[src/design/electrode_status_defines.vh]
// Register offsets, field positions, reset values and timing counts for the status bank.
`ifndef ELECTRODE_STATUS_DEFINES_VH
`define ELECTRODE_STATUS_DEFINES_VH

// ****************************************************************
// Register offsets
// ****************************************************************
`define POWER_CONTROL_ADDR 8'h01
`define LEAD_OFF_STATUS_ADDR 8'h1d
`define DC_LEAD_OFF_FLAGS_ADDR 8'h1e
`define DEVICE_HEALTH_STATUS_ADDR 8'h30
`define EVENT_STATUS_ADDR 8'h31
`define EVENT_MASK_ADDR 8'h32
`define LEAD_OFF_CONTROL_ADDR 8'h33

// ****************************************************************
// Field positions
// ****************************************************************
`define POWER_ENABLE_BIT 1
`define OVERRANGE_MSB 23
`define OVERRANGE_LSB 20
`define OVERRANGE_COMMON_BIT 13
`define UNDERRANGE_MSB 12
`define UNDERRANGE_LSB 9
`define UNDERRANGE_COMMON_BIT 2
`define LEAD_STATUS_MSB 23
`define LEAD_STATUS_LSB 20
`define LEAD_STATUS_COMMON_BIT 13
`define INTERNAL_ERROR_BIT 3
`define CONFIG_BUSY_BIT 2
`define LOCK_LOST_BIT 1
`define PLL_LOCKED_BIT 0
`define AC_ENABLE_BIT 0
`define DC_ENABLE_BIT 1
`define EVENT_LOCK_LOST 0
`define EVENT_INTERNAL_ERROR 1
`define EVENT_DC_FLAG 2
`define EVENT_CONFIG_READY 3
`define EVENT_COUNT 4

// ****************************************************************
// Reset values and counts
// ****************************************************************
`define STATUS_RESET 24'h000000
`define CONFIG_BUSY_RESET 1'b1
`define SYNC_STAGES 2

`endif

[src/design/electrode_status_bank.v]
// Electrode range flags, lead-off status and device health status register bank.
`default_nettype none
`include "electrode_status_defines.vh"

module electrode_status_bank #(
  parameter ADDR_WIDTH = 8,
  parameter DATA_WIDTH = 24,
  parameter ELECTRODES = 5
) (
  input wire mclk,
  input wire sys_rst,
  input wire [ADDR_WIDTH-1:0] reg_addr,
  input wire [DATA_WIDTH-1:0] reg_wdata,
  input wire reg_write,
  input wire reg_read,
  output reg [DATA_WIDTH-1:0] reg_rdata,
  input wire [ELECTRODES-1:0] overrange_cmp,
  input wire [ELECTRODES-1:0] underrange_cmp,
  input wire [ELECTRODES-1:0] ac_lead_off_cmp,
  input wire pll_lock_raw,
  input wire core_fault,
  input wire config_loaded,
  input wire frame_transfer,
  output reg power_enable,
  output reg ac_lead_off_enable,
  output reg dc_lead_off_enable,
  output reg irq
);

  // ****************************************************************
  // Input synchronisation
  // ****************************************************************
  localparam SYNC_WIDTH = 3 * ELECTRODES + 1;

  wire [SYNC_WIDTH-1:0] sync_bus;
  wire [ELECTRODES-1:0] over_sync;
  wire [ELECTRODES-1:0] under_sync;
  wire [ELECTRODES-1:0] ac_sync;
  wire pll_locked;

  // Comparators are analog and asynchronous, so every level is resynchronised
  // before it is captured; a read then never sees a half-settled flag.
  electrode_sync #(
    .WIDTH(SYNC_WIDTH)
  ) u_sync (
    .mclk(mclk),
    .sys_rst(sys_rst),
    .async_in({pll_lock_raw, ac_lead_off_cmp, underrange_cmp, overrange_cmp}),
    .sync_out(sync_bus)
  );

  // Split the synchronised bus back into its groups.
  assign over_sync = sync_bus[ELECTRODES-1:0];
  assign under_sync = sync_bus[2*ELECTRODES-1:ELECTRODES];
  assign ac_sync = sync_bus[3*ELECTRODES-1:2*ELECTRODES];
  assign pll_locked = sync_bus[SYNC_WIDTH-1];

  // ****************************************************************
  // Register bus decode
  // ****************************************************************
  wire wr_power;
  wire wr_mask;
  wire wr_lead_off_status_ctrl;
  wire rd_health;
  wire rd_event;

  // A read and a write never share a cycle, so the two strobe groups are
  // decoded apart and need no priority between them.
  // Write and read strobes qualified by address.
  assign wr_power = reg_write && (reg_addr == `POWER_CONTROL_ADDR);
  assign wr_mask = reg_write && (reg_addr == `EVENT_MASK_ADDR);
  assign wr_lead_off_status_ctrl = reg_write && (reg_addr == `LEAD_OFF_CONTROL_ADDR);
  assign rd_health = reg_read && (reg_addr == `DEVICE_HEALTH_STATUS_ADDR);
  assign rd_event = reg_read && (reg_addr == `EVENT_STATUS_ADDR);

  // ****************************************************************
  // Control registers
  // ****************************************************************
  reg [`EVENT_COUNT-1:0] event_mask;
  wire power_drop;

  // Software clearing the power enable bit is the second way to clear lock-lost.
  // Only a real one-to-zero change counts, so rewriting an idle enable with
  // zero leaves every flag alone.
  assign power_drop = wr_power && power_enable && !reg_wdata[`POWER_ENABLE_BIT];

  // Control bits written by software; all start disabled.
  always @(posedge mclk or posedge sys_rst) begin
    if (sys_rst) begin
      power_enable <= 1'b0;
      ac_lead_off_enable <= 1'b0;
      dc_lead_off_enable <= 1'b0;
      event_mask <= {`EVENT_COUNT{1'b0}};
    end else begin
      if (wr_power) begin
        power_enable <= reg_wdata[`POWER_ENABLE_BIT];
      end
      if (wr_lead_off_status_ctrl) begin
        ac_lead_off_enable <= reg_wdata[`AC_ENABLE_BIT];
        dc_lead_off_enable <= reg_wdata[`DC_ENABLE_BIT];
      end
      if (wr_mask) begin
        event_mask <= reg_wdata[`EVENT_COUNT-1:0];
      end
    end
  end

  // ****************************************************************
  // DC lead-off flags
  // ****************************************************************
  reg [ELECTRODES-1:0] over_flag;
  reg [ELECTRODES-1:0] under_flag;

  // The flags are live levels, not sticky: the host sees the comparator state
  // of three cycles ago, which is the price of the synchroniser.
  // Flags follow the comparators live: one above threshold, zero otherwise.
  // Cleared by reset, so the register reads all zero right after it.
  always @(posedge mclk or posedge sys_rst) begin
    if (sys_rst) begin
      over_flag <= {ELECTRODES{1'b0}};
      under_flag <= {ELECTRODES{1'b0}};
    end else begin
      over_flag <= over_sync;
      under_flag <= under_sync;
    end
  end

  // ****************************************************************
  // Lead-off status accumulation
  // ****************************************************************
  reg [ELECTRODES-1:0] lead_status;
  reg [ELECTRODES-1:0] lead_source;

  // Limitation: the field layout assumes five electrodes; another count needs
  // new field positions in the read word as well.
  // Pick the source: ac wins when both detectors run; the common electrode has
  // only dc detection, so it always takes the dc result.
  always @* begin
    lead_source = {ELECTRODES{1'b0}};
    if (ac_lead_off_enable) begin
      lead_source = ac_sync;
      lead_source[ELECTRODES-1] = dc_lead_off_enable &&
        (over_sync[ELECTRODES-1] || under_sync[ELECTRODES-1]);
    end else if (dc_lead_off_enable) begin
      lead_source = over_sync | under_sync;
    end
  end

  // Accumulate until the frame is handed to the output buffer; a flag raised
  // in the transfer cycle itself survives into the next frame.
  always @(posedge mclk or posedge sys_rst) begin
    if (sys_rst) begin
      lead_status <= {ELECTRODES{1'b0}};
    end else if (frame_transfer) begin
      lead_status <= lead_source;
    end else begin
      lead_status <= lead_status | lead_source;
    end
  end

  // ****************************************************************
  // Device health status
  // ****************************************************************
  reg internal_error;
  reg config_busy;
  reg lock_lost;
  reg lock_armed;
  reg pll_locked_q;
  wire lock_fall;

  // The edge is taken from the synchronised level and its delayed copy, so a
  // lock input that chatters near the clock edge cannot fake a loss.
  // Lock is only watched once the PLL is enabled and has locked at least once.
  assign lock_fall = lock_armed && pll_locked_q && !pll_locked;

  // Internal error is sticky until the health word is read; a new fault in
  // the read cycle wins over the clear.
  always @(posedge mclk or posedge sys_rst) begin
    if (sys_rst) begin
      internal_error <= 1'b0;
    end else if (core_fault) begin
      internal_error <= 1'b1;
    end else if (rd_health) begin
      internal_error <= 1'b0;
    end
  end

  // Busy from reset until the configuration has been loaded.
  always @(posedge mclk or posedge sys_rst) begin
    if (sys_rst) begin
      config_busy <= `CONFIG_BUSY_RESET;
    end else if (config_loaded) begin
      config_busy <= 1'b0;
    end
  end

  // Arming tracks enable plus first lock; dropping power disarms.
  always @(posedge mclk or posedge sys_rst) begin
    if (sys_rst) begin
      lock_armed <= 1'b0;
      pll_locked_q <= 1'b0;
    end else begin
      pll_locked_q <= pll_locked;
      if (!power_enable || power_drop) begin
        lock_armed <= 1'b0;
      end else if (pll_locked) begin
        lock_armed <= 1'b1;
      end
    end
  end

  // Lock-lost is sticky; a loss in the same cycle as a clear is kept.
  always @(posedge mclk or posedge sys_rst) begin
    if (sys_rst) begin
      lock_lost <= 1'b0;
    end else if (lock_fall) begin
      lock_lost <= 1'b1;
    end else if (rd_health || power_drop) begin
      lock_lost <= 1'b0;
    end
  end

  // ****************************************************************
  // Event status and interrupt
  // ****************************************************************
  reg [`EVENT_COUNT-1:0] event_status;
  reg [`EVENT_COUNT-1:0] event_set;
  reg [ELECTRODES-1:0] dc_prev;

  // Remember the previous dc flags to detect a new out-of-range condition.
  always @(posedge mclk or posedge sys_rst) begin
    if (sys_rst) begin
      dc_prev <= {ELECTRODES{1'b0}};
    end else begin
      dc_prev <= over_flag | under_flag;
    end
  end

  // Events that may raise the interrupt.
  always @* begin
    event_set = {`EVENT_COUNT{1'b0}};
    event_set[`EVENT_LOCK_LOST] = lock_fall;
    event_set[`EVENT_INTERNAL_ERROR] = core_fault;
    event_set[`EVENT_DC_FLAG] = |((over_flag | under_flag) & ~dc_prev);
    event_set[`EVENT_CONFIG_READY] = config_loaded && config_busy;
  end

  // Sticky event bits, cleared by a read; a set in the read cycle wins.
  always @(posedge mclk or posedge sys_rst) begin
    if (sys_rst) begin
      event_status <= {`EVENT_COUNT{1'b0}};
    end else if (rd_event) begin
      event_status <= event_set;
    end else begin
      event_status <= event_status | event_set;
    end
  end

  // Registering the output keeps decode glitches off the interrupt pin, at the
  // cost of one cycle of latency.
  // The interrupt is registered, so it trails the status bit by one cycle.
  always @(posedge mclk or posedge sys_rst) begin
    if (sys_rst) begin
      irq <= 1'b0;
    end else begin
      irq <= |(event_status & event_mask);
    end
  end

  // ****************************************************************
  // Read data path
  // ****************************************************************
  reg [DATA_WIDTH-1:0] next_rdata;

  // Reads have no side effect here; the clear-on-read flags are cleared by
  // their own address decode above, from the same strobe.
  // Build the read word; unmapped addresses and reserved bits read zero.
  // The dc flag word is reachable only here, never in a streamed frame.
  always @* begin
    next_rdata = `STATUS_RESET;
    case (reg_addr)
      `POWER_CONTROL_ADDR: begin
        next_rdata[`POWER_ENABLE_BIT] = power_enable;
      end
      `LEAD_OFF_STATUS_ADDR: begin
        next_rdata[`LEAD_STATUS_MSB:`LEAD_STATUS_LSB] = lead_status[ELECTRODES-2:0];
        next_rdata[`LEAD_STATUS_COMMON_BIT] = lead_status[ELECTRODES-1];
      end
      `DC_LEAD_OFF_FLAGS_ADDR: begin
        next_rdata[`OVERRANGE_MSB:`OVERRANGE_LSB] = over_flag[ELECTRODES-2:0];
        next_rdata[`OVERRANGE_COMMON_BIT] = over_flag[ELECTRODES-1];
        next_rdata[`UNDERRANGE_MSB:`UNDERRANGE_LSB] = under_flag[ELECTRODES-2:0];
        next_rdata[`UNDERRANGE_COMMON_BIT] = under_flag[ELECTRODES-1];
      end
      `DEVICE_HEALTH_STATUS_ADDR: begin
        // Bits above the defined fields stay at zero.
        next_rdata[`INTERNAL_ERROR_BIT] = internal_error;
        next_rdata[`CONFIG_BUSY_BIT] = config_busy;
        next_rdata[`LOCK_LOST_BIT] = lock_lost;
        next_rdata[`PLL_LOCKED_BIT] = pll_locked;
      end
      `EVENT_STATUS_ADDR: begin
        next_rdata[`EVENT_COUNT-1:0] = event_status;
      end
      `EVENT_MASK_ADDR: begin
        next_rdata[`EVENT_COUNT-1:0] = event_mask;
      end
      `LEAD_OFF_CONTROL_ADDR: begin
        next_rdata[`AC_ENABLE_BIT] = ac_lead_off_enable;
        next_rdata[`DC_ENABLE_BIT] = dc_lead_off_enable;
      end
      default: begin
        next_rdata = `STATUS_RESET;
      end
    endcase
  end

  // Read data stands for exactly the cycle after the read strobe, else zero,
  // which keeps a stale word from being mistaken for a fresh answer.
  always @(posedge mclk or posedge sys_rst) begin
    if (sys_rst) begin
      reg_rdata <= `STATUS_RESET;
    end else if (reg_read) begin
      reg_rdata <= next_rdata;
    end else begin
      reg_rdata <= `STATUS_RESET;
    end
  end

endmodule
`default_nettype wire

[src/design/electrode_sync.v]
// Two-stage synchroniser bank for comparator and lock inputs.
`default_nettype none

// Each bit passes two flops; only the second flop is visible outside.
module electrode_sync #(
  parameter WIDTH = 15
) (
  input wire mclk,
  input wire sys_rst,
  input wire [WIDTH-1:0] async_in,
  output wire [WIDTH-1:0] sync_out
);

  // ****************************************************************
  // Per-bit synchroniser
  // ****************************************************************
  genvar i;
  generate
    for (i = 0; i < WIDTH; i = i + 1) begin : g_bit
      reg stage_a;
      reg stage_b;
      // The first stage feeds the second stage and nothing else.
      always @(posedge mclk or posedge sys_rst) begin
        if (sys_rst) begin
          stage_a <= 1'b0;
          stage_b <= 1'b0;
        end else begin
          stage_a <= async_in[i];
          stage_b <= stage_a;
        end
      end
      assign sync_out[i] = stage_b;
    end
  endgenerate

endmodule
`default_nettype wire

[config.mk]
export PLATFORM = sky130hd
export DESIGN_NAME = electrode_status_bank
export DESIGN_NICKNAME = d
export VERILOG_FILES = /design/src/design/electrode_status_bank.v /design/src/design/electrode_sync.v
export VERILOG_INCLUDE_DIRS = /design/src /design/src/design
export SDC_FILE = /design/constraint.sdc
export NUM_CORES = 1
export LEC_CHECK = 0
export BUFFER_PORTS_ARGS = -buffer_cell sky130_fd_sc_hd__buf_2
export CORE_ASPECT_RATIO = 1.5
export CORE_MARGIN = 2
export CORE_UTILIZATION = 37
export CTS_BUF_LIST = sky130_fd_sc_hd__clkbuf_4
export CTS_CLUSTER_SIZE = 40
export DETAILED_ROUTE_END_ITERATION = 8
export GPL_ROUTABILITY_DRIVEN = 0
export GPL_TIMING_DRIVEN = 0
export HOLD_SLACK_MARGIN = 0.06
export PLACE_DENSITY = 0.67
export SLEW_MARGIN = 15
export SYNTH_ARGS = -nofsm -noshare
export SYNTH_HDL_FRONTEND = slang
export SYNTH_SLANG_ARGS = --single-unit
export TNS_END_PERCENT = 1
[constraint.sdc]
create_clock -name mclk -period 8.1 [get_ports mclk]
set_input_delay 1.62 -clock mclk [delete_from_list [all_inputs] [get_ports mclk]]
set_output_delay 1.62 -clock mclk [all_outputs]
set_load 0.01 [all_outputs]
* Yosys cells after proc, flatten, opt, wreduce, memory -nomap -nowiden *
Cells that the tools add are included.

storage, ports and cells
  output and inout bits = 28
  word-level logic and storage cells = 100
  input port bits = 55
  register bits after elaboration = 91

cells by class
  bitwise operators = 7
  mux-type cells = 18
  equality and inequality tests = 7
  reductions and logical operators = 22

operators by type and width
  operator                                             count
  equality test 8 x 6 -> 1 bit, second input constant  4
  2-to-1 mux 24 bit                                    1
  equality test 8 x 5 -> 1 bit, second input constant  2
  2-to-1 mux 5 bit                                     3
  OR 5 bit                                             3
  logical AND 1 bit                                    11
  equality test 8 x 1 -> 1 bit, second input constant  1
  2-to-1 mux 4 bit                                     2
  one-hot mux 1 bit (4 select lines)                   2
  one-hot mux 4 bit (2 select lines)                   1
  2-to-1 mux 1 bit                                     6
  nonzero test 2 bit                                   3
  AND 5 bit                                            1
  inverter 5 bit                                       1
  one-hot mux 1 bit (5 select lines)                   1
  OR reduction 5 bit                                   1
  AND 4 bit                                            1
  OR 4 bit                                             1
  OR reduction 4 bit                                   1
  zero test 1 bit                                      3
  logical OR 1 bit                                     3
  one-hot mux 1 bit (3 select lines)                   1
  one-hot mux 1 bit (2 select lines)                   1

* Depth between registers and ports, before layout *
  word-level depth = 7
  gate-level depth with buffers = 4
  depth with buffers taken out = 3

* Cells and area by module *
Synthesis repeated with hierarchy kept, for this count alone.

unflattened totals
  cell total of the unflattened synthesis = 209
  area total of the unflattened synthesis = 2972.9 µm²

modules (own cells, without submodules)
  module                 cells each  sequential area each (µm²)  area an instance (µm²)  instances
  electrode_status_bank  160         1252.5                      2048.2                  1
  electrode_sync         49          800.8                       924.6                   1

* Worst setup path before layout *
No wires, ideal clock.

  kind = input port to flip-flop
  from = input reg_addr[7]
  to = register event_status[2]
  data required time = 7.971 ns
  path buffers = 1
  setup time = 0.129 ns
  cell stages on the path = 4
  slack = 4.899 ns
  data arrival time = 3.072 ns
  cells stage by stage = or4_4 -> buf_6 -> or3b_4 -> a2111o_1

on the way
  longest elaborated chain between the ends = 3

RTL lines
  item                          RTL line                     text
  from (decl)                   electrode_status_bank.v:12   input wire [ADDR_WIDTH-1:0] reg_addr,
  equality test 8 x 6 -> 1 bit  n/a
  logical AND 1 bit             electrode_status_bank.v:74   assign rd_event = reg_read && (reg_addr == `EVENT_STATUS_ADDR);
  2-to-1 mux 4 bit              electrode_status_bank.v:252  end else if (rd_event) begin
  to (signal assigned)          electrode_status_bank.v:251  event_status <= {`EVENT_COUNT{1'b0}};
  to (signal assigned)          electrode_status_bank.v:253  event_status <= event_set;
  to (signal assigned)          electrode_status_bank.v:255  event_status <= event_status | event_set;
  to (decl)                     electrode_status_bank.v:226  reg [`EVENT_COUNT-1:0] event_status;

No other way between the ends.
A chain may end at the register's enable or synchronous reset.

* Final worst setup path *
  from = input reg_addr[7]
  to = register event_mask[0]

on the way
  longest elaborated chain between the ends = 2

RTL lines
  item                          RTL line                     text
  equality test 8 x 6 -> 1 bit  n/a
  logical AND 1 bit             electrode_status_bank.v:71   assign wr_mask = reg_write && (reg_addr == `EVENT_MASK_ADDR);
  to (signal assigned)          electrode_status_bank.v:93   event_mask <= {`EVENT_COUNT{1'b0}};
  to (signal assigned)          electrode_status_bank.v:103  event_mask <= reg_wdata[`EVENT_COUNT-1:0];
  to (decl)                     electrode_status_bank.v:79   reg [`EVENT_COUNT-1:0] event_mask;

No other way between the ends.

==> run_results.csv <==
group,metric,value,unit
run,maxCapViolCount,0,
status,status,"complete, no violations",
cts,clock_latency,0.42,ns
timing,max_clock_freq,0.330,GHz
synthesis,netlist_instances,192,
cts,cts.htree.levels,3,
global_routing,grt_usage,12.6,%
synthesis,synth.most_common_cell,"dfrtp_1",
synthesis,ys_seq_area_share,71.7,%
cts,clock_sinks,80,
route,drc_errors,0,
power,p_seq_share,63.4,%
cts,cts_tree,"done",
global_routing,grt_pass1_vias,1673,
route,drt_iter0_drc,71,
timing,setup_tns,0,ns
cts,cts_resized,0,
cells_and_area,nets,319,
route,drt_wl_total,4660,um
timing,drv_slew,0,
synthesis,ys_types,38,
global_routing,grt_max_degree,62,
critical_path,worst-path-max-fanout,9,
critical_path,cp-start-kind,"primary input",
cells_and_area,drive_above_1_share,35.7,%
timing,rsz0062_at_grt,"false",
timing,finalCritPeriodShare,37.4,%
critical_path,crit_family,"simple AND/OR/NAND/NOR gates",
global_routing,overflow,0,
power,total_power,669,uW
placed_design,post_dp_cell_area,0.00324,mm2
placed_design,portBuffers,50,
timing,final.min_clock_period,3.03,ns
cells_and_area,post-route-cell-area,0.00335,mm2
die,dieArea,0.00828,mm2
cts,cts_buffer_depth,2,
route,first_pass_iters,4,
power,power_frac_comb,7.1,%
synthesis,synth_flop_cell,"dfrtp_1",
die,die_x,75.0,um
timing,clock_skew,0.0126,ns
critical_path,critPathSlowestCell,"or4_4",
timing,hold_violations,0,
synthesis,ys_warn_count,0,
die,placementRows,38,
synthesis,synth_area_leaders,"dfrtp_1, buf_4, mux2_2",
route,num_vias,1670,
power,p_int,508,uW
synthesis,synthesis.area,0.00279,mm2
cts,cts_made_buffers,9,
placed_design,hpwl,3510,um
power,swShare,24.1,%
synthesis,synth_top_area_share,70.8,%
critical_path,crit_type,"primary input to flop",
critical_path,slowest_delay,0.53,ns
timing,tightest_slew,0.931,ns
cts,post_cts_buffers,0,
critical_path,worstPathCellList,"buf_2 -> or4_4 -> buf_6 -> nor3_1 -> mux2_2",
global_routing,grt_pass1_wl,7560,um
synthesis,synth-seq-cells,80,
critical_path,reg2reg_setup_slack,6.71,ns
global_routing,antenna_found_initial,0,
cts,clk_root_buffer_cell,"clkbuf_4",
timing,slew_headroom,37.1,%
cts,cts_hold_buf,0,
power,p_per_area,200,mW/mm2
synthesis,synth_enable_flop_cells,0,
die,dieHeight,110,um
route,wl_per_cell,12.6,um
cells_and_area,area_delta_synth_final,20.0,%
cells_and_area,antenna_cells,0,
power,p_switching,161,uW
synthesis,synth_area_per_cell,14.6,um2
cts,clk_pin_slew_worst_paths,0.11,ns
power,p_leak,0.00160,uW
critical_path,worst_setup_path_end_kind,"flop",
critical_path,arrival,3.34,ns
critical_path,crit_required,8.40,ns
route,avgViaCountPerCell,4.53,
die,core_area,0.00727,mm2
worst_hold_path,hold_path_class,"flop to flop",
power,vdd_ir_drop_max,116,uV
synthesis,yosysTopAreaCell,"dfrtp_1",
die,start_util,38.4,%
cells_and_area,fillers,678,
power,clkPwrFrac,29.5,%
timing,setup_viol,0,
route,ant_nets,0,
die,num_io_pins,83,
synthesis,async_reset_ff_share,100,%
critical_path,path_buf_inv,2,
synthesis,synth_common_cells,"dfrtp_1, buf_4, inv_1",
[metrics by stage]
step | setup WS (ns) | hold WS [ns] | instances | utilization (%)
2_1_floorplan | 4.43 | 0.331 | 202 | -
3_3_place_gp | 3.69 | 0.331 | 352 | 44.1
3_5_place_dp | 4.62 | 0.335 | 353 | 44.5
4_1_cts | 5.09 | 0.357 | 369 | 46.1
5_1_grt | 5.02 | 0.369 | 369 | 46.1
6_report | 5.07 | 0.359 | 369 | 46.1
[per-layer routing]
metal / GRT usage (%) / routed length (um)
met5: 0 / 0
met2: 19.9 / 2410
met1: 13.7 / 1800
met4: 7.50 / 144
met3: 5.11 / 305
[final timing paths]
check / cells after the start / endpoint / start
max reg2reg: 3 / reg_rdata[0]$_DFF_PP0_ / ac_lead_off_enable$_DFFE_PP0P_
min reg2reg: 0 / u_sync.g_bit[6].stage_b$_DFF_PP0_ / u_sync.g_bit[6].stage_a$_DFF_PP0_
min: 0 / u_sync.g_bit[6].stage_b$_DFF_PP0_ / u_sync.g_bit[6].stage_a$_DFF_PP0_
min in group asynchronous: 2 / reg_rdata[23]$_DFF_PP0_ / sys_rst
max: 5 / event_mask[0]$_DFFE_PP0P_ / reg_addr[7]
max in group asynchronous: 3 / u_sync.g_bit[13].stage_b$_DFF_PP0_ / sys_rst
[final cells by class]
cell class	count	area [um2]	area share (%)
Multi-Input combinational cell	96	682	20.3
Clock buffer	11	82.6	2.46
Inverter	11	43.8	1.31
Sequential cell	80	2000	59.7
Clock inverter	5	33.8	1.01
Timing Repair Buffer	51	278	8.28
Tap cell	100	125	3.73
Buffer	15	105	3.13
[placed cells by master (no fill, tap or decap), types with 3 or more instances in the layout]
master	n
nand3b_1	3
o221ai_1	4
dfrtp_1	79
o2bb2ai_1	3
buf_4	11
nor2_1	6
and2_1	6
nor2b_1	3
inv_1	10
buf_2	50
nand2b_1	3
mux2_2	7
o21ai_0	7
a22o_1	6
clkbuf_4	11
clkbuf_1	3
nand2_1	7
conb_1	11
o22ai_1	3
nor3_1	3
[registers in the layout, indices dropped and copies added, names as in the netlist, 4 cells and up]
register and flops:
under_flag 5, event_status 4, dc_prev 5, reg_rdata 13
u_sync.g_bit.stage_a 15, u_sync.g_bit.stage_b 15, lead_status 5, event_mask 4
over_flag 5
[cell families after synthesis]
group	Yosys count	synth area share, %
flip-flops	80	71.7
buffers and inverters	26	5.24
other	1	0.134
AO/OA/AOI/OAI	32	8.78
multiplexers	11	5.15
AND/OR/NAND/NOR	42	9.00
[power groups by stage]
stage,logic [uW],clock network [uW],registers [uW]
global placement,44.9,0,432
finish,47.2,198,425
global route,53.0,221,427
floorplan,28.3,0,431
CTS,48.1,205,425
detailed placement,48.0,0,433
[worst reg2reg max path, stage by stage, from the launching register on]
cell	delay, ns
dfrtp_1	0.40
clkbuf_1	0.22
mux4_2	0.52
and2_1	0.17
Note: power is estimated with default switching activity, not from simulation.
